[config.mk]
export PLATFORM = sky130hd
export DESIGN_NAME = isd_top
export DESIGN_NICKNAME = d
export VERILOG_FILES = /design/src/isd_pkg.sv /design/src/isd_top.sv /design/src/isd_slot.sv /design/src/isd_buf.sv
export SDC_FILE = /design/constraint.sdc
export NUM_CORES = 1
export LEC_CHECK = 0
export ABC_AREA = 1
export BUFFER_PORTS_ARGS = -buffer_cell sky130_fd_sc_hd__buf_2
export CAP_MARGIN = 40
export CORE_MARGIN = 3
export CORE_UTILIZATION = 31
export DETAILED_ROUTE_END_ITERATION = 8
export PLACE_DENSITY_LB_ADDON = 0.2
export SLEW_MARGIN = 20
export SYNTH_ARGS = -nofsm -noshare
export SYNTH_HDL_FRONTEND = slang
export SYNTH_HIERARCHICAL = 1
export SYNTH_SLANG_ARGS = --single-unit
[constraint.sdc]
create_clock -name I_MCLK -period 4.2 [get_ports I_MCLK]
set_input_delay 0.21 -clock I_MCLK [delete_from_list [all_inputs] [get_ports I_MCLK]]
set_output_delay 0.21 -clock I_MCLK [all_outputs]
set_load 0.005 [all_outputs]
[src/isd_pkg.sv]
// Overview of operation
// - eight 3-bit per-microframe status slots; slots 2..0 at bits 16:14, 13:11, 10:8
// - status bit0 error either way, bit1 babble IN only, bit2 underrun OUT only
// - software sets start-split mask bits; device clears each after that microframe
// - OUT start split sent only when descriptor frame field equals bus frame
// - active bit 63 written like valid bit; device clears it when finished
// - halt bit 62 set when any microframe reports stall or halt
// - summary babble bit 61 follows status bit 1 of all slots
// - summary error bit 60 follows status bit 0 of all slots
// - error counter bits 56:55 loaded 00 means no retry
// - error counter 11 allows three retries, decremented on each retry
// - device writes byte count done, 12 bits at 43:32
// - complete-split mask, IN only; software sets, device clears after processing
// - token field 00 OUT, 01 IN
`default_nettype none
package isd_pkg;
   localparam int NUM_UF = 8;
   localparam int STAT_W = 3;
   localparam int BYTES_W = 12;
   localparam int FRAME_W = 5;
   localparam int DATA_W = 32;
   localparam int BUF_DEPTH = 2;
   localparam int BUF_AW = 1;
   // descriptor word 3 bit positions (upper word, 64-bit numbering)
   localparam int ACTIVE_BIT = 63;
   localparam int HALT_BIT = 62;
   localparam int BABBLE_BIT = 61;
   localparam int XERR_BIT = 60;
   localparam int PHASE_BIT = 59;
   localparam int TOGGLE_BIT = 57;
   localparam int CERR_LSB = 55;
   localparam int BYTES_LSB = 32;
   localparam int STAT_LSB = 8;
   localparam int ST_XERR = 0;
   localparam int ST_BABBLE = 1;
   localparam int ST_UNDERRUN = 2;
   localparam logic [1:0] TOKEN_OUT = 2'h0;
   localparam logic [1:0] TOKEN_IN = 2'h1;
   localparam logic [1:0] CERR_NONE = 2'h0;
   localparam logic [7:0] IN_SS_ALLOWED = 8'h0F;
   localparam logic [2:0] UF_ZERO = 3'h0;
   localparam logic [2:0] STAT_ZERO = 3'h0;
   localparam logic [11:0] BYTES_ZERO = 12'h000;
   // software-loaded descriptor fields
   typedef struct packed {
      logic active;
      logic phase;
      logic toggle;
      logic [1:0] cerr;
      logic [1:0] token;
      logic [FRAME_W-1:0] frame;
      logic [7:0] ss_mask;
      logic [7:0] cs_mask;
   } desc_load_type;
   // outcome of one bus transaction from the link logic
   typedef struct packed {
      logic ok;
      logic xerr;
      logic babble;
      logic underrun;
      logic stall;
      logic toggle;
      logic [BYTES_W-1:0] bytes;
   } txn_result_type;
   typedef enum logic [1:0] {TK_NONE, TK_SS, TK_CS} txn_kind_type;
   // request to the link: what to send this microframe
   typedef struct packed {
      txn_kind_type kind;
      logic [2:0] uframe;
      logic [1:0] token;
      logic toggle;
   } txn_req_type;
endpackage
`default_nettype wire

[src/isd_top.sv]
// The APB register port and the register addresses were decided locally.
`default_nettype none
module isd_top
   import isd_pkg::*;
(
   input wire logic I_MCLK,
   input wire logic I_RESET,
   input wire logic I_CE,
   // APB slave
   input wire logic I_PSEL,
   input wire logic I_PENABLE,
   input wire logic I_PWRITE,
   input wire logic [7:0] I_PADDR,
   input wire logic [DATA_W-1:0] I_PWDATA,
   output logic [DATA_W-1:0] O_PRDATA,
   output logic O_PREADY,
   output logic O_PSLVERR,
   // link side, same clock
   input wire logic I_SOF,
   input wire logic [2:0] I_UFRAME,
   input wire logic [FRAME_W-1:0] I_BUS_FRAME,
   output logic O_REQ_VALID,
   output logic [$bits(txn_req_type)-1:0] O_REQ,
   input wire logic I_REQ_READY,
   input wire logic I_RES_VALID,
   input wire logic [$bits(txn_result_type)-1:0] I_RES,
   output logic O_RES_READY,
   output logic O_ACTIVE
);
   localparam logic [7:0] A_CTRL = 8'h00;
   localparam logic [7:0] A_MASK = 8'h04;
   localparam logic [7:0] A_STAT = 8'h08;
   localparam logic [7:0] A_HI = 8'h0C;
   localparam int C_ACTIVE = 0;
   localparam int C_PHASE = 1;
   localparam int C_TOGGLE = 2;
   localparam int C_CERR = 3;
   localparam int C_TOKEN = 5;
   localparam int C_FRAME = 7;
   localparam int M_CS = 8;

   typedef enum logic [1:0] {S_IDLE, S_REQ, S_WAIT} state_type;
   state_type state_r;

   logic active_r;
   logic phase_r;
   logic toggle_r;
   logic halt_r;
   logic [1:0] cerr_r;
   logic [1:0] token_r;
   logic [FRAME_W-1:0] frame_r;
   logic [7:0] ss_mask_r;
   logic [7:0] cs_mask_r;
   logic [BYTES_W-1:0] bytes_r;
   logic [2:0] cur_uf_r;
   txn_req_type req_r;
   logic [NUM_UF*STAT_W-1:0] stat_all;
   logic [NUM_UF-1:0] babble_v;
   logic [NUM_UF-1:0] xerr_v;
   logic is_in;
   logic wr_en;
   logic rd_en;
   logic addr_ok;
   logic load_ctrl;
   logic load_mask;
   logic ss_due;
   logic cs_due;
   logic res_v;
   logic [$bits(txn_result_type)-1:0] res_raw;
   txn_result_type res;
   logic take_res;
   logic fail;
   logic last_try;
   logic slot_clear;
   logic [NUM_UF-1:0] slot_upd;
   logic babble_sum;
   logic xerr_sum;

   assign is_in = (token_r == TOKEN_IN);
   assign addr_ok = (I_PADDR == A_CTRL) | (I_PADDR == A_MASK)
      | (I_PADDR == A_STAT) | (I_PADDR == A_HI);
   assign wr_en = I_CE & I_PSEL & I_PENABLE & I_PWRITE & O_PREADY;
   assign rd_en = I_CE & I_PSEL & ~I_PENABLE & ~I_PWRITE;
   assign load_ctrl = wr_en & addr_ok & (I_PADDR == A_CTRL);
   assign load_mask = wr_en & addr_ok & (I_PADDR == A_MASK);
   assign slot_clear = load_ctrl & I_PWDATA[C_ACTIVE];
   assign res = txn_result_type'(res_raw);
   assign take_res = res_v & (state_r == S_WAIT) & I_CE;
   assign fail = res.xerr | res.babble | res.underrun;
   assign last_try = (cerr_r == CERR_NONE);

   // OUT start split only in the matching frame
   assign ss_due = ss_mask_r[I_UFRAME] & ~phase_r
      & (is_in | (frame_r == I_BUS_FRAME));
   assign cs_due = cs_mask_r[I_UFRAME] & phase_r & is_in;

   // result path through a two-entry buffer
   isd_buf #(
      .WIDTH($bits(txn_result_type)),
      .DEPTH(BUF_DEPTH),
      .AW(BUF_AW)
   ) u_res_buf (
      .clk(I_MCLK),
      .rst(I_RESET),
      .ce(I_CE),
      .in_valid(I_RES_VALID),
      .in_ready(),
      .in_data(I_RES),
      .out_valid(res_v),
      .out_ready(state_r == S_WAIT),
      .out_data(res_raw)
   );

   genvar g;
   generate
      for (g = 0; g < NUM_UF; g++)
      begin : g_slot
         assign slot_upd[g] = take_res & (cur_uf_r == 3'(g));
         isd_slot u_slot (
            .clk(I_MCLK),
            .rst(I_RESET),
            .ce(I_CE),
            .clear(slot_clear),
            .upd(slot_upd[g]),
            .is_in(is_in),
            .xerr(res.xerr),
            .babble(res.babble),
            .underrun(res.underrun),
            .stat(stat_all[g*STAT_W +: STAT_W])
         );
         assign babble_v[g] = stat_all[g*STAT_W + ST_BABBLE];
         assign xerr_v[g] = stat_all[g*STAT_W + ST_XERR];
      end
   endgenerate

   assign babble_sum = |babble_v;
   assign xerr_sum = |xerr_v;

   // ready for results from the first enabled edge after reset on, request outstanding or not
   always_ff @(posedge I_MCLK)
   begin
      if (I_RESET)
         O_RES_READY <= 1'b0;
      else if (I_CE)
         O_RES_READY <= 1'b1;
   end

   // scheduler
   always_ff @(posedge I_MCLK)
   begin
      if (I_RESET)
      begin
         state_r <= S_IDLE;
         O_REQ_VALID <= 1'b0;
         req_r <= '0;
         cur_uf_r <= UF_ZERO;
      end
      else if (I_CE)
      begin
         unique case (state_r)
            S_IDLE:
            begin
               if (I_SOF & active_r & (ss_due | cs_due))
               begin
                  req_r.kind <= ss_due ? TK_SS : TK_CS;
                  req_r.uframe <= I_UFRAME;
                  req_r.token <= token_r;
                  req_r.toggle <= toggle_r;
                  cur_uf_r <= I_UFRAME;
                  O_REQ_VALID <= 1'b1;
                  state_r <= S_REQ;
               end
            end
            S_REQ:
            begin
               if (I_REQ_READY)
               begin
                  O_REQ_VALID <= 1'b0;
                  state_r <= S_WAIT;
               end
            end
            S_WAIT:
            begin
               if (take_res)
                  state_r <= S_IDLE;
            end
         endcase
      end
   end
   assign O_REQ = req_r;

   // descriptor word: software loads, hardware write-back
   always_ff @(posedge I_MCLK)
   begin
      if (I_RESET)
      begin
         active_r <= 1'b0;
         phase_r <= 1'b0;
         toggle_r <= 1'b0;
         cerr_r <= CERR_NONE;
         token_r <= TOKEN_OUT;
         frame_r <= '0;
         bytes_r <= BYTES_ZERO;
      end
      else if (I_CE)
      begin
         if (load_ctrl)
         begin
            active_r <= I_PWDATA[C_ACTIVE];
            phase_r <= I_PWDATA[C_PHASE];
            toggle_r <= I_PWDATA[C_TOGGLE];
            cerr_r <= I_PWDATA[C_CERR +: 2];
            token_r <= I_PWDATA[C_TOKEN +: 2];
            frame_r <= I_PWDATA[C_FRAME +: FRAME_W];
            bytes_r <= BYTES_ZERO;
         end
         else if (take_res)
         begin
            bytes_r <= res.bytes;
            if (res.stall)
               active_r <= 1'b0;
            else if (fail)
            begin
               if (last_try)
               begin
                  active_r <= 1'b0;
                  cerr_r <= CERR_NONE;
               end
               else
                  cerr_r <= cerr_r - 2'h1;
            end
            else
            begin
               toggle_r <= res.toggle;
               if (req_r.kind == TK_SS && is_in)
                  phase_r <= 1'b1;
               if (((ss_mask_r & ~(8'h01 << cur_uf_r)) == 8'h00) &&
                   (!is_in || req_r.kind == TK_CS))
                  active_r <= 1'b0;
            end
         end
      end
   end

   // halt on stall
   // a stall taken in the cycle of a control write still sets it
   always_ff @(posedge I_MCLK)
   begin
      if (I_RESET)
         halt_r <= 1'b0;
      else if (I_CE)
      begin
         if (take_res & res.stall)
            halt_r <= 1'b1;
         else if (load_ctrl)
            halt_r <= 1'b0;
      end
   end

   // masks: software sets, hardware clears after processing
   always_ff @(posedge I_MCLK)
   begin
      if (I_RESET)
      begin
         ss_mask_r <= 8'h00;
         cs_mask_r <= 8'h00;
      end
      else if (I_CE)
      begin
         if (load_mask)
         begin
            // IN start split limited to microframes 0 to 3
            ss_mask_r <= I_PWDATA[7:0] & (token_r == TOKEN_IN ?
               IN_SS_ALLOWED : 8'hFF);
            cs_mask_r <= I_PWDATA[M_CS +: 8];
         end
         else if (take_res & ~(fail & ~last_try))
         begin
            if (req_r.kind == TK_SS)
               ss_mask_r[cur_uf_r] <= 1'b0;
            if (req_r.kind == TK_CS)
               cs_mask_r[cur_uf_r] <= 1'b0;
         end
      end
   end

   // APB read data, ready and error
   always_ff @(posedge I_MCLK)
   begin
      if (I_RESET)
      begin
         O_PRDATA <= '0;
         O_PREADY <= 1'b0;
         O_PSLVERR <= 1'b0;
      end
      else if (I_CE)
      begin
         O_PREADY <= I_PSEL & ~I_PENABLE;
         O_PSLVERR <= I_PSEL & ~I_PENABLE & ~addr_ok;
         if (rd_en)
         begin
            unique case (I_PADDR)
               A_CTRL:
                  O_PRDATA <= DATA_W'({frame_r, token_r, cerr_r,
                     toggle_r, phase_r, active_r});
               A_MASK:
                  O_PRDATA <= DATA_W'({cs_mask_r, ss_mask_r});
               A_STAT:
                  O_PRDATA <= DATA_W'({stat_all, 8'h00});
               A_HI:
                  O_PRDATA <= {active_r, halt_r, babble_sum, xerr_sum,
                     phase_r, 1'b0, toggle_r, cerr_r, 11'h000, bytes_r};
               default:
                  O_PRDATA <= '0;
            endcase
         end
      end
   end

   always_ff @(posedge I_MCLK)
   begin
      if (I_RESET)
         O_ACTIVE <= 1'b0;
      else if (I_CE)
         O_ACTIVE <= active_r;
   end
endmodule
`default_nettype wire

[src/isd_slot.sv]
`default_nettype none
module isd_slot
   import isd_pkg::*;
(
   input wire logic clk,
   input wire logic rst,
   input wire logic ce,
   input wire logic clear,
   input wire logic upd,
   input wire logic is_in,
   input wire logic xerr,
   input wire logic babble,
   input wire logic underrun,
   output logic [STAT_W-1:0] stat
);
   always_ff @(posedge clk)
   begin
      if (rst)
         stat <= STAT_ZERO;
      else if (ce)
      begin
         // a result in the clear cycle wins over the clear
         if (upd)
         begin
            stat[ST_XERR] <= xerr;
            stat[ST_BABBLE] <= babble & is_in;
            stat[ST_UNDERRUN] <= underrun & ~is_in;
         end
         else if (clear)
            stat <= STAT_ZERO;
      end
   end
endmodule
`default_nettype wire

[src/isd_buf.sv]
`default_nettype none
module isd_buf
   import isd_pkg::*;
#(
   parameter int WIDTH = DATA_W,
   parameter int DEPTH = BUF_DEPTH,
   parameter int AW = BUF_AW
)
(
   input wire logic clk,
   input wire logic rst,
   input wire logic ce,
   input wire logic in_valid,
   output logic in_ready,
   input wire logic [WIDTH-1:0] in_data,
   output logic out_valid,
   input wire logic out_ready,
   output logic [WIDTH-1:0] out_data
);
   logic [WIDTH-1:0] mem_r [DEPTH];
   logic [AW-1:0] wp_r;
   logic [AW-1:0] rp_r;
   logic [AW:0] cnt_r;
   logic push;
   logic pop;
   assign in_ready = (cnt_r != (AW+1)'(DEPTH));
   assign out_valid = (cnt_r != '0);
   assign out_data = mem_r[rp_r];
   assign push = in_valid & in_ready & ce;
   assign pop = out_valid & out_ready & ce;
   always_ff @(posedge clk)
   begin
      if (push)
         mem_r[wp_r] <= in_data;
   end
   always_ff @(posedge clk)
   begin
      if (rst)
      begin
         wp_r <= '0;
         rp_r <= '0;
         cnt_r <= '0;
      end
      else
      begin
         if (push)
            wp_r <= (wp_r == AW'(DEPTH-1)) ? '0 : wp_r + 1'b1;
         if (pop)
            rp_r <= (rp_r == AW'(DEPTH-1)) ? '0 : rp_r + 1'b1;
         if (push & ~pop)
            cnt_r <= cnt_r + 1'b1;
         else if (pop & ~push)
            cnt_r <= cnt_r - 1'b1;
      end
   end
endmodule
`default_nettype wire

Word level (Yosys, flattened, before mapping). Memory sizes are Yosys's and may differ from the RTL's. A register that Yosys moved wholly into a read port is not among the register bits. Index checks and enable logic that the tools add are counted.

$add $sub $neg: 5. Order comparisons: 3. Eq/ne operators: 23. Shift-type cells: 1. Multiplexer cells: 63. Bitwise gates (word level): 59. Reductions and logical operators: 52.

Operators with widths (count): one-hot mux 32 bit (4 select lines) (1); 2-to-1 mux 8 bit (7); AND 1 bit (37); nonzero test 2 bit (18); AND 8 bit (4); 2-to-1 mux 1 bit (28); 2-to-1 mux 3 bit (9); 2-to-1 mux 12 bit (2); AND reduction 2 bit (12); 2-to-1 mux 2 bit (11); AND reduction 4 bit (5); == test 8 x 4 -> 1 bit, second input constant (2); logical NOT 8 bit (2); NOT 8 bit (2); OR reduction 8 bit (2); == test 3 bit, second input constant (4); inequality test 2 bit, second input constant (6); NOT 1 bit (9); AND reduction 3 bit (3); == test 8 x 3 -> 1 bit, second input constant (1); less-than comparator 3 x 4 -> 1 bit, second input constant (2); << shifter 1 x 3 -> 8 bit, first input constant (1); OR 1 bit (7); binary-select mux 1 bit (select 3 bit) (2); other kinds (20) (29).

Register bits after elaboration: 116. Bits in writable memories: 36. Input port bits: 75. Output and inout bits: 45. Logic and storage cells: 239. Memories: 1.

Memories: u_res_buf.mem_r (depth 2, width 18, rd ports 1, clocked after memory_dff 1, write ports 1, line isd_buf.sv:20) `logic [WIDTH-1:0] mem_r [DEPTH];`.

Longest topological paths before layout. Gate-level depths: netlist of the first run.

Depth after elaboration: 10. Mapped depth: 14. Mapped depth without buffers: 14.

Modules after synthesis. Netlist of the first run, hierarchy kept.

By module, submodules not included: isd_top (times used 1, cells an instance 622, area each 4393.0 µm², sequential area each 1761.7 µm²); isd_buf (times used 1, cells an instance 94, area each 1602.8 µm², sequential area each 1181.1 µm²); isd_slot (times used 8, cells an instance 20, area each 135.1 µm², sequential area each 60.1 µm²).

Worst setup path after synthesis of the first run. No wires, ideal clock.

Path type: flip-flop to flip-flop. Start point: reg u_res_buf.cnt_r[0]. End point: mem u_res_buf/mem_r[0][0] in the netlist's numbering, enable pin. Arrival time: 1.824 ns. Required time: 3.780 ns. Setup slack: 1.957 ns. Cell stages (with the launch flop): 4. Buffers on the path: 0. Clock period less this slack: 2.243 ns. Path through: dfxtp_1 -> inv_1 -> nand2_1 -> nor3b_1.

Word-level cells in the longest chain between the ends: 5.

RTL lines: from (decl) (line isd_buf.sv:23) `logic [AW:0] cnt_r;`; from (signal assigned) (line isd_buf.sv:51) `cnt_r <= cnt_r + 1'b1;`; from (signal assigned) (line isd_buf.sv:53) `cnt_r <= cnt_r - 1'b1;`; inequality test 2 bit (line isd_buf.sv:26) `assign in_ready = (cnt_r != (AW+1)'(DEPTH));`; named net u_res_buf.in_ready (line isd_buf.sv:14) `output logic in_ready,`; AND 1 bit (2 in series) (line isd_buf.sv:29) `assign push = in_valid & in_ready & ce;`; 2-to-1 mux 1 bit (line isd_buf.sv:33) `if (push)`; 2-to-1 mux 1 bit (not written as such) (line isd_buf.sv:34) `mem_r[wp_r] <= in_data;`; to (decl) (line isd_buf.sv:20).

The timed path passes the listed nets, and every way through them passes these cells.

==> results of run 1 <==
[routing by layer]
metal	vias up	share of wire	track usage
met2	166	0.45	0.263
met3	21	0.046	0.0360
met5	-	0	0
met4	0	0.015	0.0525
met1	2865	0.49	0.247
li1	3177	-	-
[power by group]
group / internal [mW] / switching, mW / leakage, nW / total (mW)
Sequential: 1.51 / 0.0101 / 1.25 / 1.52
Combinational: 0.0745 / 0.119 / 1.79 / 0.193
Clock: 0.765 / 0.669 / 0.262 / 1.43
Total: 2.35 / 0.798 / 3.31 / 3.14
[final cells by class]
cell class	instances	area [sq um]
Inverter	103	389
Multi-Input combinational cell	584	3040
Clock inverter	15	116
Timing Repair Buffer	129	793
Tap cell	280	350
Clock buffer	17	425
Fill cell	2357	13500
Sequential cell	151	3360
[layout by cell type (no fill, tap or decap), types with 10 or more instances in the layout]
| cell type | n |
|---|---|
| dfxtp_1 | 117 |
| nand4_1 | 15 |
| nor2_1 | 57 |
| nand2_1 | 200 |
| a21oi_1 | 104 |
| o21ai_2 | 12 |
| dlygate4sd3_1 | 17 |
| inv_1 | 95 |
| nand3_1 | 68 |
| mux2_4 | 10 |
| clkbuf_16 | 17 |
| o21ai_0 | 41 |
| edfxtp_1 | 34 |
| buf_2 | 102 |
[critical path, delay by kind of cell (launching register included)]
family          cells  cell delay, ps
simple gates        2             610
mux                 1             430
buf+inv             3             450
flops               1             640
compound gates      4             420
[worst paths after layout]
check                                   from            to  slack, ps  depth (start not counted)
worst max-delay path               flip-flop  ss_mask_r[4]       1560                         10
worst min-delay path            I_PWDATA[15]  cs_mask_r[7]         40                          3
worst max register to register     flip-flop  ss_mask_r[4]       1560                         10
worst min register to register   O_REQ_VALID   O_REQ_VALID        450                          2
[sequential cells by signal (all words and copies together), names as in the netlist, named ones only]
| register | cells |
|---|---|
| O_ACTIVE | 1 |
| O_PRDATA | 32 |
| O_PREADY | 1 |
| O_PSLVERR | 1 |
| O_REQ | 8 |
| O_REQ_VALID | 1 |
| O_RES_READY | 1 |
| active_r | 1 |
| bytes_r | 12 |
| cerr_r | 2 |
| cs_mask_r | 8 |
| frame_r | 5 |
| g_slot.u_slot/stat | 24 |
| halt_r | 1 |
| phase_r | 1 |
| ss_mask_r | 8 |
| state_r | 2 |
| toggle_r | 1 |
| token_r | 2 |
| u_res_buf/cnt_r | 2 |
| u_res_buf/mem_r | 34 |
| u_res_buf/rp_r | 1 |
| u_res_buf/wp_r | 1 |
[what timing repair did]
item | 4_1_cts | 5_1_grt
hold buffers | 17 | 0
hold endpoints to repair | 34 | 0
gates resized for setup | 0 | 0
buffers inserted | 0 | 0
[through the flow]
stage / setup slack, ps / util / hold WS, ps
after floorplan: 2030 / - / 279
after global placement: 1510 / 0.350 / 400
after detailed placement: 1600 / 0.353 / 402
after CTS: 1590 / 0.385 / 22.2
after global routing: 1370 / 0.385 / 34.4
final: 1560 / 0.385 / 44.7
==> summary.md, run 1 <==
| Metric | Value |
|---|---|
| Status | `completed` |
| DIE WIDTH | `156 microns` |
| CTS tree | `yes` |
| Vias per cell | `a little under 5` |
| Worst path arrival time | `approximately 3000 ps` |
| Worst-path clk slew | `70 ps` |
| Syn-to-layout area delta | `21.1%` |
| Syn_nets | `952` |
| Worst vdd ir | `0.267 mV` |
| Via Count | `6,229` |
| CP Class | `reg2reg` |
| Clock Tree Buf Depth | `2` |
| GRT Residual Overflow | `0` |
| Cells after synthesis | `873` |
| Avg Inst Size Synth | `8.02 sq um` |
| HP Class | `in2reg` |
| # IOs | `120` |
| Residual DRC count | `0` |
| Total GRT Usage | `0.173` |
| Worst-Margin Slew | `751 ps` |
| Share of cells above drive strength 1 | `0.199` |
| Routed wire per std cell | `between 15 and 20 microns` |
| CP max stage cell | `dfxtp_1` |
| DP Wirelength | `15,100 microns` |
| Post-Route WL | `roughly 21,000 microns` |
| # setup viols final | `0` |
| Max-Cap Viols | `0` |
| Final-report max-slew violation count | `0` |
| CP Capture Type | `flip-flop` |
| Final worst-path cycle share | `0.628` |
| Fmax achieved | `379 MHz` |
| CP Data Required Time | `4560 ps` |
| Number of routed nets with antenna violations | `0` |
| IO Port Bufs | `102` |
| Non-filler cells, final | `1,279` |
| Sink Count | `151` |
| Post-Route Setup TNS | `0 ps` |
| Pre-antenna DRT Iters | `7` |
| Die area | `24,400 sq um` |
| Std-Cell Rows | `54` |
| Iter 0 DRT Violations | `between 400 and 500` |
| Dpl cells | `about 1,200` |
| First-pass GRT wire length | `32,800 microns` |
| Minimum clock period | `around 2600 ps` |
| RSZ-0062 raised after global routing | `false` |
| Die height | `156 microns` |
| H-Tree Level Count | `4` |
| Clock Tree Root | `clkbuf_16` |
| Crit-path max FO | `10` |
| Antenna fix cells | `0` |
| Final #Nets | `1,065` |
| Layout Skew | `11.7 ps` |
| Setup crit start kind | `flip-flop` |
| Vias in the first global route | `5,760` |
| Initial Util | `0.318` |
| Routability cong. | `0.852` |
| Crit path largest cell delay | `around 640 ps` |
| P_leak | `3.31 nW` |
| Pin count of the biggest net entering global routing | `57` |
| Yosys warns | `6` |
| Initial antenna violation count | `0` |
| Normalized max-slew margin | `0.498` |
| PwrDens | `371 nW/um^2` |
| Fin area | `8480 sq um` |
| Mapped Area | `7010 sq um` |
| DP Area | `7770 sq um` |
| Most Frequent Cell on Critical Path | `inv_1` |
| Total clock buffers created by CTS | `17` |
| Core Area | `roughly 22,000 sq um` |
| Total power | `3.14 mW` |
| CP Cell Sequence | `mux2_4, nor3_2, inv_1, o21ai_0, nand2_1, inv_1, a21oi_4, inv_4, o21ai_1, a31oi_1` |
| Worst-Skew Late Latency | `about 430 ps` |
| Final Hold Viols | `0` |
No activity file was read; power rests on OpenSTA's default activity.
==> run 2: changes to the inputs <==
--- a/config.mk
+++ b/config.mk
@@ -5,7 +5,7 @@
 export SDC_FILE = /design/constraint.sdc
 export NUM_CORES = 1
 export LEC_CHECK = 0
-export ABC_AREA = 1
+export ABC_AREA = 0
 export BUFFER_PORTS_ARGS = -buffer_cell sky130_fd_sc_hd__buf_2
 export CAP_MARGIN = 40
 export CORE_MARGIN = 3
==> constraint.sdc (replaced) <==
create_clock -name I_MCLK -period 2.2 [get_ports I_MCLK]
set_input_delay 0.11 -clock I_MCLK [delete_from_list [all_inputs] [get_ports I_MCLK]]
set_output_delay 0.11 -clock I_MCLK [all_outputs]
set_load 0.005 [all_outputs]
==> summary.md, run 2 <==
| Metric | Value |
|---|---|
| Highest routed layer | `met4` |
| Minimum clock period | `2090 ps` |
| Routed wire per std cell | `about 18 microns` |
| Final #Nets | `919` |
| Mapped Area | `6780 sq um` |
| Post-Route WL | `19,800 microns` |
| Hold_sp | `I_UFRAME[2]` |
| Number of routed nets with antenna violations | `0` |
| Worst-Skew Late Latency | `around 440 ps` |
| Routability cong. | `0.885` |
| Worst-path clk slew | `70 ps` |
| Yosys warns | `6` |
| Dpl cells | `1,062` |
| Layout Skew | `slightly below 10 ps` |
| Crit path largest cell delay | `440 ps` |
| R2R setup slack | `about 110 ps` |
| Syn-to-layout area delta | `28.6%` |
| PwrDens | `719 nW/um^2` |
| CP Class | `reg2reg` |
| Final worst-path cycle share | `0.950` |
| Most flops, register | `u_res_buf/mem_r` |
| Core Area | `21,200 sq um` |
| CP endpoint | `cs_mask_r[2]` |
| Avg Inst Size Synth | `9.84 sq um` |
| Cells after synthesis | `689` |
| CP Data Required Time | `2510 ps` |
| Syn_nets | `768` |
| Std-Cell Rows | `53` |
| Pin count of the biggest net entering global routing | `75` |
| Seq. cell area | `~3400 sq um` |
| Fin area | `8710 sq um` |
| GRT Residual Overflow | `0` |
| Share of cells above drive strength 1 | `0.251` |
| WHS | `between 40 and 50 ps` |
| Worst flop-to-flop path endpoint | `cs_mask_r[2]` |
| Fill count | `2,114` |
| IO Port Bufs | `between 100 and 150` |
| Iter 0 DRT Violations | `between 300 and 400` |
| Initial Util | `0.319` |
| Wl on met1 | `about 9400 microns` |
| CP Depth | `6` |
| Sink Count | `151` |
| Total clock buffers created by CTS | `17` |
| # setup viols final | `0` |
| Critical path buffers and inverters | `0` |
| Via Count | `roughly 5,700` |
| Vias per cell | `5.02` |
| Fmax achieved | `478 MHz` |
| Max-Cap Viols | `0` |
| Residual DRC count | `0` |
| Die height | `154 microns` |
| Most frequent cells in the layout | `117 x dfxtp_1, 101 x buf_2, 73 x nand2_1` |
| Max FFs per register | `34` |
| Commonest non-fill, non-tap cell in the layout | `dfxtp_1` |
| Normalized max-slew margin | `0.599` |
| Vias in the first global route | `5,379` |
| Final-report max-slew violation count | `0` |
| Final Hold Viols | `0` |
| Pre-antenna DRT Iters | `5` |
| H-Tree Level Count | `4` |
| Non-filler cells, final | `1,128` |
| Biggest regs | `u_res_buf/mem_r: 34 flops, O_PRDATA: 32 flops, g_slot.u_slot/stat: 24 flops` |
| Clock Tree Buf Depth | `2` |
| DP Area | `7760 sq um` |
| First-pass GRT wire length | `30,900 microns` |
| CP Capture Type | `flip-flop` |
| Metal3 WL | `995 microns` |
| Worst vdd ir | `around 0.36 mV` |
| Setup crit start kind | `flip-flop` |
| Post-Route Setup TNS | `0 ps` |
| Crit-path max FO | `8` |
| Multi-input gate area | `3220 sq um` |
| CTS tree | `yes` |
| DIE WIDTH | `roughly 150 microns` |
| Worst path arrival time | `approximately 2400 ps` |
| Die area | `between 20,000 and 25,000 sq um` |
| DP Wirelength | `14,300 microns` |
| Worst-Margin Slew | `between 600 and 700 ps` |
| Status | `completed` |
| Met2 WL post-DR | `9200 microns` |
| Reg2Reg Depth | `6` |
| CP Cell Sequence | `mux2_4, nor3_4, o21ai_2, or2_0, o311ai_1, a21oi_1` |
| Setup bufs post-CTS | `0` |
| CP max stage cell | `dfxtp_1` |
| Initial antenna violation count | `0` |
| CP delay by family, top | `simple AND/OR/NAND/NOR gates` |
| RSZ-0062 raised after global routing | `false` |
| Clock Tree Root | `clkbuf_16` |
| Antenna fix cells | `0` |
| P_leak | `3.21 nW` |
| Total GRT Usage | `0.167` |
| # IOs | `120` |
| HP Class | `in2reg` |
## run 2: layout make-up
type                    instances  area share
flip-flops and latches        151       0.386
inverters                       9     0.00388
clock inverters                15      0.0217
well taps                     275      0.0395
clock buffers                  17      0.0488
repair buffers                173       0.131
multi-input cells             488       0.369
## run 2: worst reg2reg max path, delay by kind of cell, from the launching register on
| kind | cells | cell delay, ps |
|---|---|---|
| compound gates | 3 | 550 |
| flops | 1 | 440 |
| simple gates | 2 | 640 |
| mux | 1 | 350 |
## run 2: worst min-delay path by stage
stage	end	slack, ps	cells past startpoint
CTS	O_PREADY	30	4
global placement	u_res_buf/mem_r[0][4]	300	1
global route	u_res_buf/rp_r	60	2
finish	O_REQ[5]	50	3
floorplan	u_res_buf/cnt_r[1]	180	1
detailed placement	u_res_buf/mem_r[1][12]	300	1
## run 2: where the power goes
part           total [mW]  internal, mW  switching (mW)  leakage, nW
clock                3.04          1.64            1.39        0.299
sequential           2.87          2.86          0.0111         1.25
combinational       0.352         0.160           0.192         1.66
total                6.26          4.67            1.59         3.21
## run 2: metrics by stage
stage	util	total power, mW	setup WS [ps]
floorplan	-	3.09	8.53
global placement	0.366	3.24	133
detailed placement	0.366	3.24	95.6
CTS	0.411	6.33	70.7
global route	0.411	6.49	33.3
finish	0.411	6.26	110
## run 2: metal layers
layer	global-route usage	vias up
li1	-	2831
met1	0.231	2662
met2	0.261	143
met3	0.0402	21
met4	0.0513	0
met5	0	-
## run 2: repair_timing
item                       CTS  global route
hold endpoints to repair    62             0
resized for setup            0             1
setup endpoints to repair    0             2
hold buffers                34             0
==> run 3: changes to the inputs <==
--- a/config.mk
+++ b/config.mk
@@ -12,7 +12,7 @@
 export CORE_UTILIZATION = 31
 export DETAILED_ROUTE_END_ITERATION = 8
 export PLACE_DENSITY_LB_ADDON = 0.2
-export SLEW_MARGIN = 20
+export SLEW_MARGIN = 25
 export SYNTH_ARGS = -nofsm -noshare
 export SYNTH_HDL_FRONTEND = slang
 export SYNTH_HIERARCHICAL = 1
==> constraint.sdc (replaced) <==
create_clock -name I_MCLK -period 2 [get_ports I_MCLK]
set_input_delay 0.1 -clock I_MCLK [delete_from_list [all_inputs] [get_ports I_MCLK]]
set_output_delay 0.1 -clock I_MCLK [all_outputs]
set_load 0.005 [all_outputs]
==> summary.md, run 3 (synthesized netlist as in run 2, its figures left out) <==
| Metric | Value |
|---|---|
| Status | `completed` |
| Syn-to-layout area delta | `31.3%` |
| Final-report max-slew violation count | `0` |
| Worst path arrival time | `2200 ps` |
| WHS | `36.0 ps` |
| Setup ws final | `113 ps` |
| P_leak | `roughly 3.3 nW` |
| Biggest regs | `u_res_buf/mem_r: 34 flops, O_PRDATA: 32 flops, g_slot.u_slot/stat: 24 flops` |
| R2R setup slack | `110 ps` |
| NetSw | `around 1.6 mW` |
| Initial Util | `0.319` |
| First-pass GRT wire length | `around 32,000 microns` |
| Worst flop-to-flop path endpoint | `state_r[0]` |
| Pin count of the biggest net entering global routing | `56` |
| Seq. cell area | `3370 sq um` |
| Die area | `23,700 sq um` |
| Dpl ws | `between 40 and 50 ps` |
| Fmax achieved | `530 MHz` |
| RSZ-0062 raised after global routing | `false` |
| Critical path buffers and inverters | `0` |
| Initial antenna violation count | `0` |
| Antenna fix cells | `0` |
| Normalized max-slew margin | `0.621` |
| H-Tree Level Count | `4` |
| HP Class | `in2reg` |
| Minimum clock period | `1890 ps` |
| Crit-path max FO | `5` |
| DP Wirelength | `14,400 microns` |
| Most flops, register | `u_res_buf/mem_r` |
| Final core occ | `0.419` |
| Routed wire per std cell | `roughly 17 microns` |
| Final Hold Viols | `0` |
| # setup viols final | `0` |
| Via Count | `5,709` |
| Reg power frac | `0.453` |
| Fill count | `2,091` |
| CP max stage cell | `mux2_1` |
| Final worst-path cycle share | `0.944` |
| Worst setup path start | `token_r[1]` |
| DIE WIDTH | `154 microns` |
| Layout Skew | `between 8 and 9 ps` |
| Fin area | `between 8000 and 9000 sq um` |
| Multi-input gate area | `3230 sq um` |
| Residual DRC count | `0` |
| CTS tree | `yes` |
| Max-Cap Viols | `0` |
| Max FFs per register | `34` |
| Worst-path clk slew | `70 ps` |
| Worst-Margin Slew | `569 ps` |
| Total clock buffers created by CTS | `17` |
| Most frequent cells in the layout | `116 x dfxtp_1, 101 x buf_2, 73 x nand2_1` |
| Final #Nets | `933` |
| Vias per cell | `5.00` |
| Combinational Power Share | `0.057` |
| Cell Int Power | `5.35 mW` |
| Total GRT Usage | `0.169` |
| CP Data Required Time | `2320 ps` |
| Routability cong. | `0.844` |
| Vias in the first global route | `5,656` |
| Sink Count | `about 150` |
| Clock Tree Root | `clkbuf_16` |
| Reg2Reg Depth | `6` |
| Setup bufs post-CTS | `0` |
| Setup crit start kind | `flip-flop` |
| Sw frac | `0.234` |
| Crit path largest cell delay | `350 ps` |
| CP endpoint | `state_r[0]` |
| CP Capture Type | `flip-flop` |
| Clock Tree Buf Depth | `2` |
| Die height | `around 150 microns` |
| Share of cells above drive strength 1 | `0.265` |
| CP Cell Sequence | `and3b_1, o221ai_2, o32ai_1, a21oi_2, a221oi_2, mux2_1` |
| Post-Route WL | `roughly 20,000 microns` |
| R2r startpoint | `token_r[1]` |
| Pre-antenna DRT Iters | `5` |
| IO Port Bufs | `102` |
| Iter 0 DRT Violations | `316` |
| CP delay by family, top | `compound AO/OA/AOI/OAI gates` |
| # IOs | `120` |
| GRT Residual Overflow | `0` |
| CP Depth | `6` |
| Worst-Skew Late Latency | `430 ps` |
| Core Area | `21,200 sq um` |
| Std-Cell Rows | `53` |
| CP Class | `reg2reg` |
| Clock power frac | `0.491` |
| Post-Route Setup TNS | `0 ps` |
| Commonest non-fill, non-tap cell in the layout | `dfxtp_1` |
| Number of routed nets with antenna violations | `0` |
| DP Area | `7910 sq um` |
| Worst vdd ir | `about 0.44 mV` |
| PwrDens | `785 nW/um^2` |
## run 3: metal layers
layer | wire (microns) | vias up | GRT usage
li1 | - | 2860 | -
met1 | 9430 | 2679 | 0.233
met2 | 9090 | 145 | 0.263
met3 | 973 | 25 | 0.0380
met4 | 437 | 0 | 0.0559
met5 | 0 | - | 0
## run 3: power groups by stage
| stage | combinational, mW | sequential, mW | clock, mW |
|---|---|---|---|
| final | 0.397 | 3.16 | 3.43 |
| after global routing | 0.434 | 3.16 | 3.65 |
| after CTS | 0.399 | 3.16 | 3.52 |
| after detailed placement | 0.345 | 3.23 | 0 |
| after global placement | 0.343 | 3.23 | 0 |
| after floorplan | 0.171 | 3.23 | 0 |
## run 3: worst reg2reg max path, cell delays in order, from the launching register on
cell and delay [ps]:
dfxtp_1 340, and3b_1 270, o221ai_2 150, o32ai_1 340, a21oi_2 80, a221oi_2 250, mux2_1 350
## run 3: how the worst min path moves through the flow
stage | from | endpoint | slack, ps | cells past startpoint
final | I_UFRAME[2] | O_REQ[5] | 40 | 3
after global routing | I_UFRAME[2] | O_REQ[5] | 70 | 3
after CTS | I_PENABLE | O_PREADY | 20 | 4
after detailed placement | I_RES[9] | u_res_buf/mem_r[1][9] | 290 | 1
after global placement | I_RES[9] | u_res_buf/mem_r[0][9] | 290 | 1
after floorplan | I_RESET | flip-flop | 160 | 1
## run 3: final cells by class
class	instances	area share
Sequential cell	151	0.378
Multi-Input combinational cell	488	0.363
Timing Repair Buffer	187	0.145
Clock buffer	17	0.0478
Tap cell	275	0.0387
Clock inverter	15	0.0236
Inverter	9	0.00380
## run 3: stage by stage
step                instances  total power [mW]
finish                   1142              6.99
global route             1142              7.24
CTS                      1142              7.08
detailed placement       1076              3.58
global placement         1076              3.58
floorplan                 689              3.40
## run 3: timing repair
item	in CTS	in global routing
endpoints found under the setup margin	0	13
gates resized for setup	0	6
hold buffers	34	0
endpoints found under the hold margin	63	0
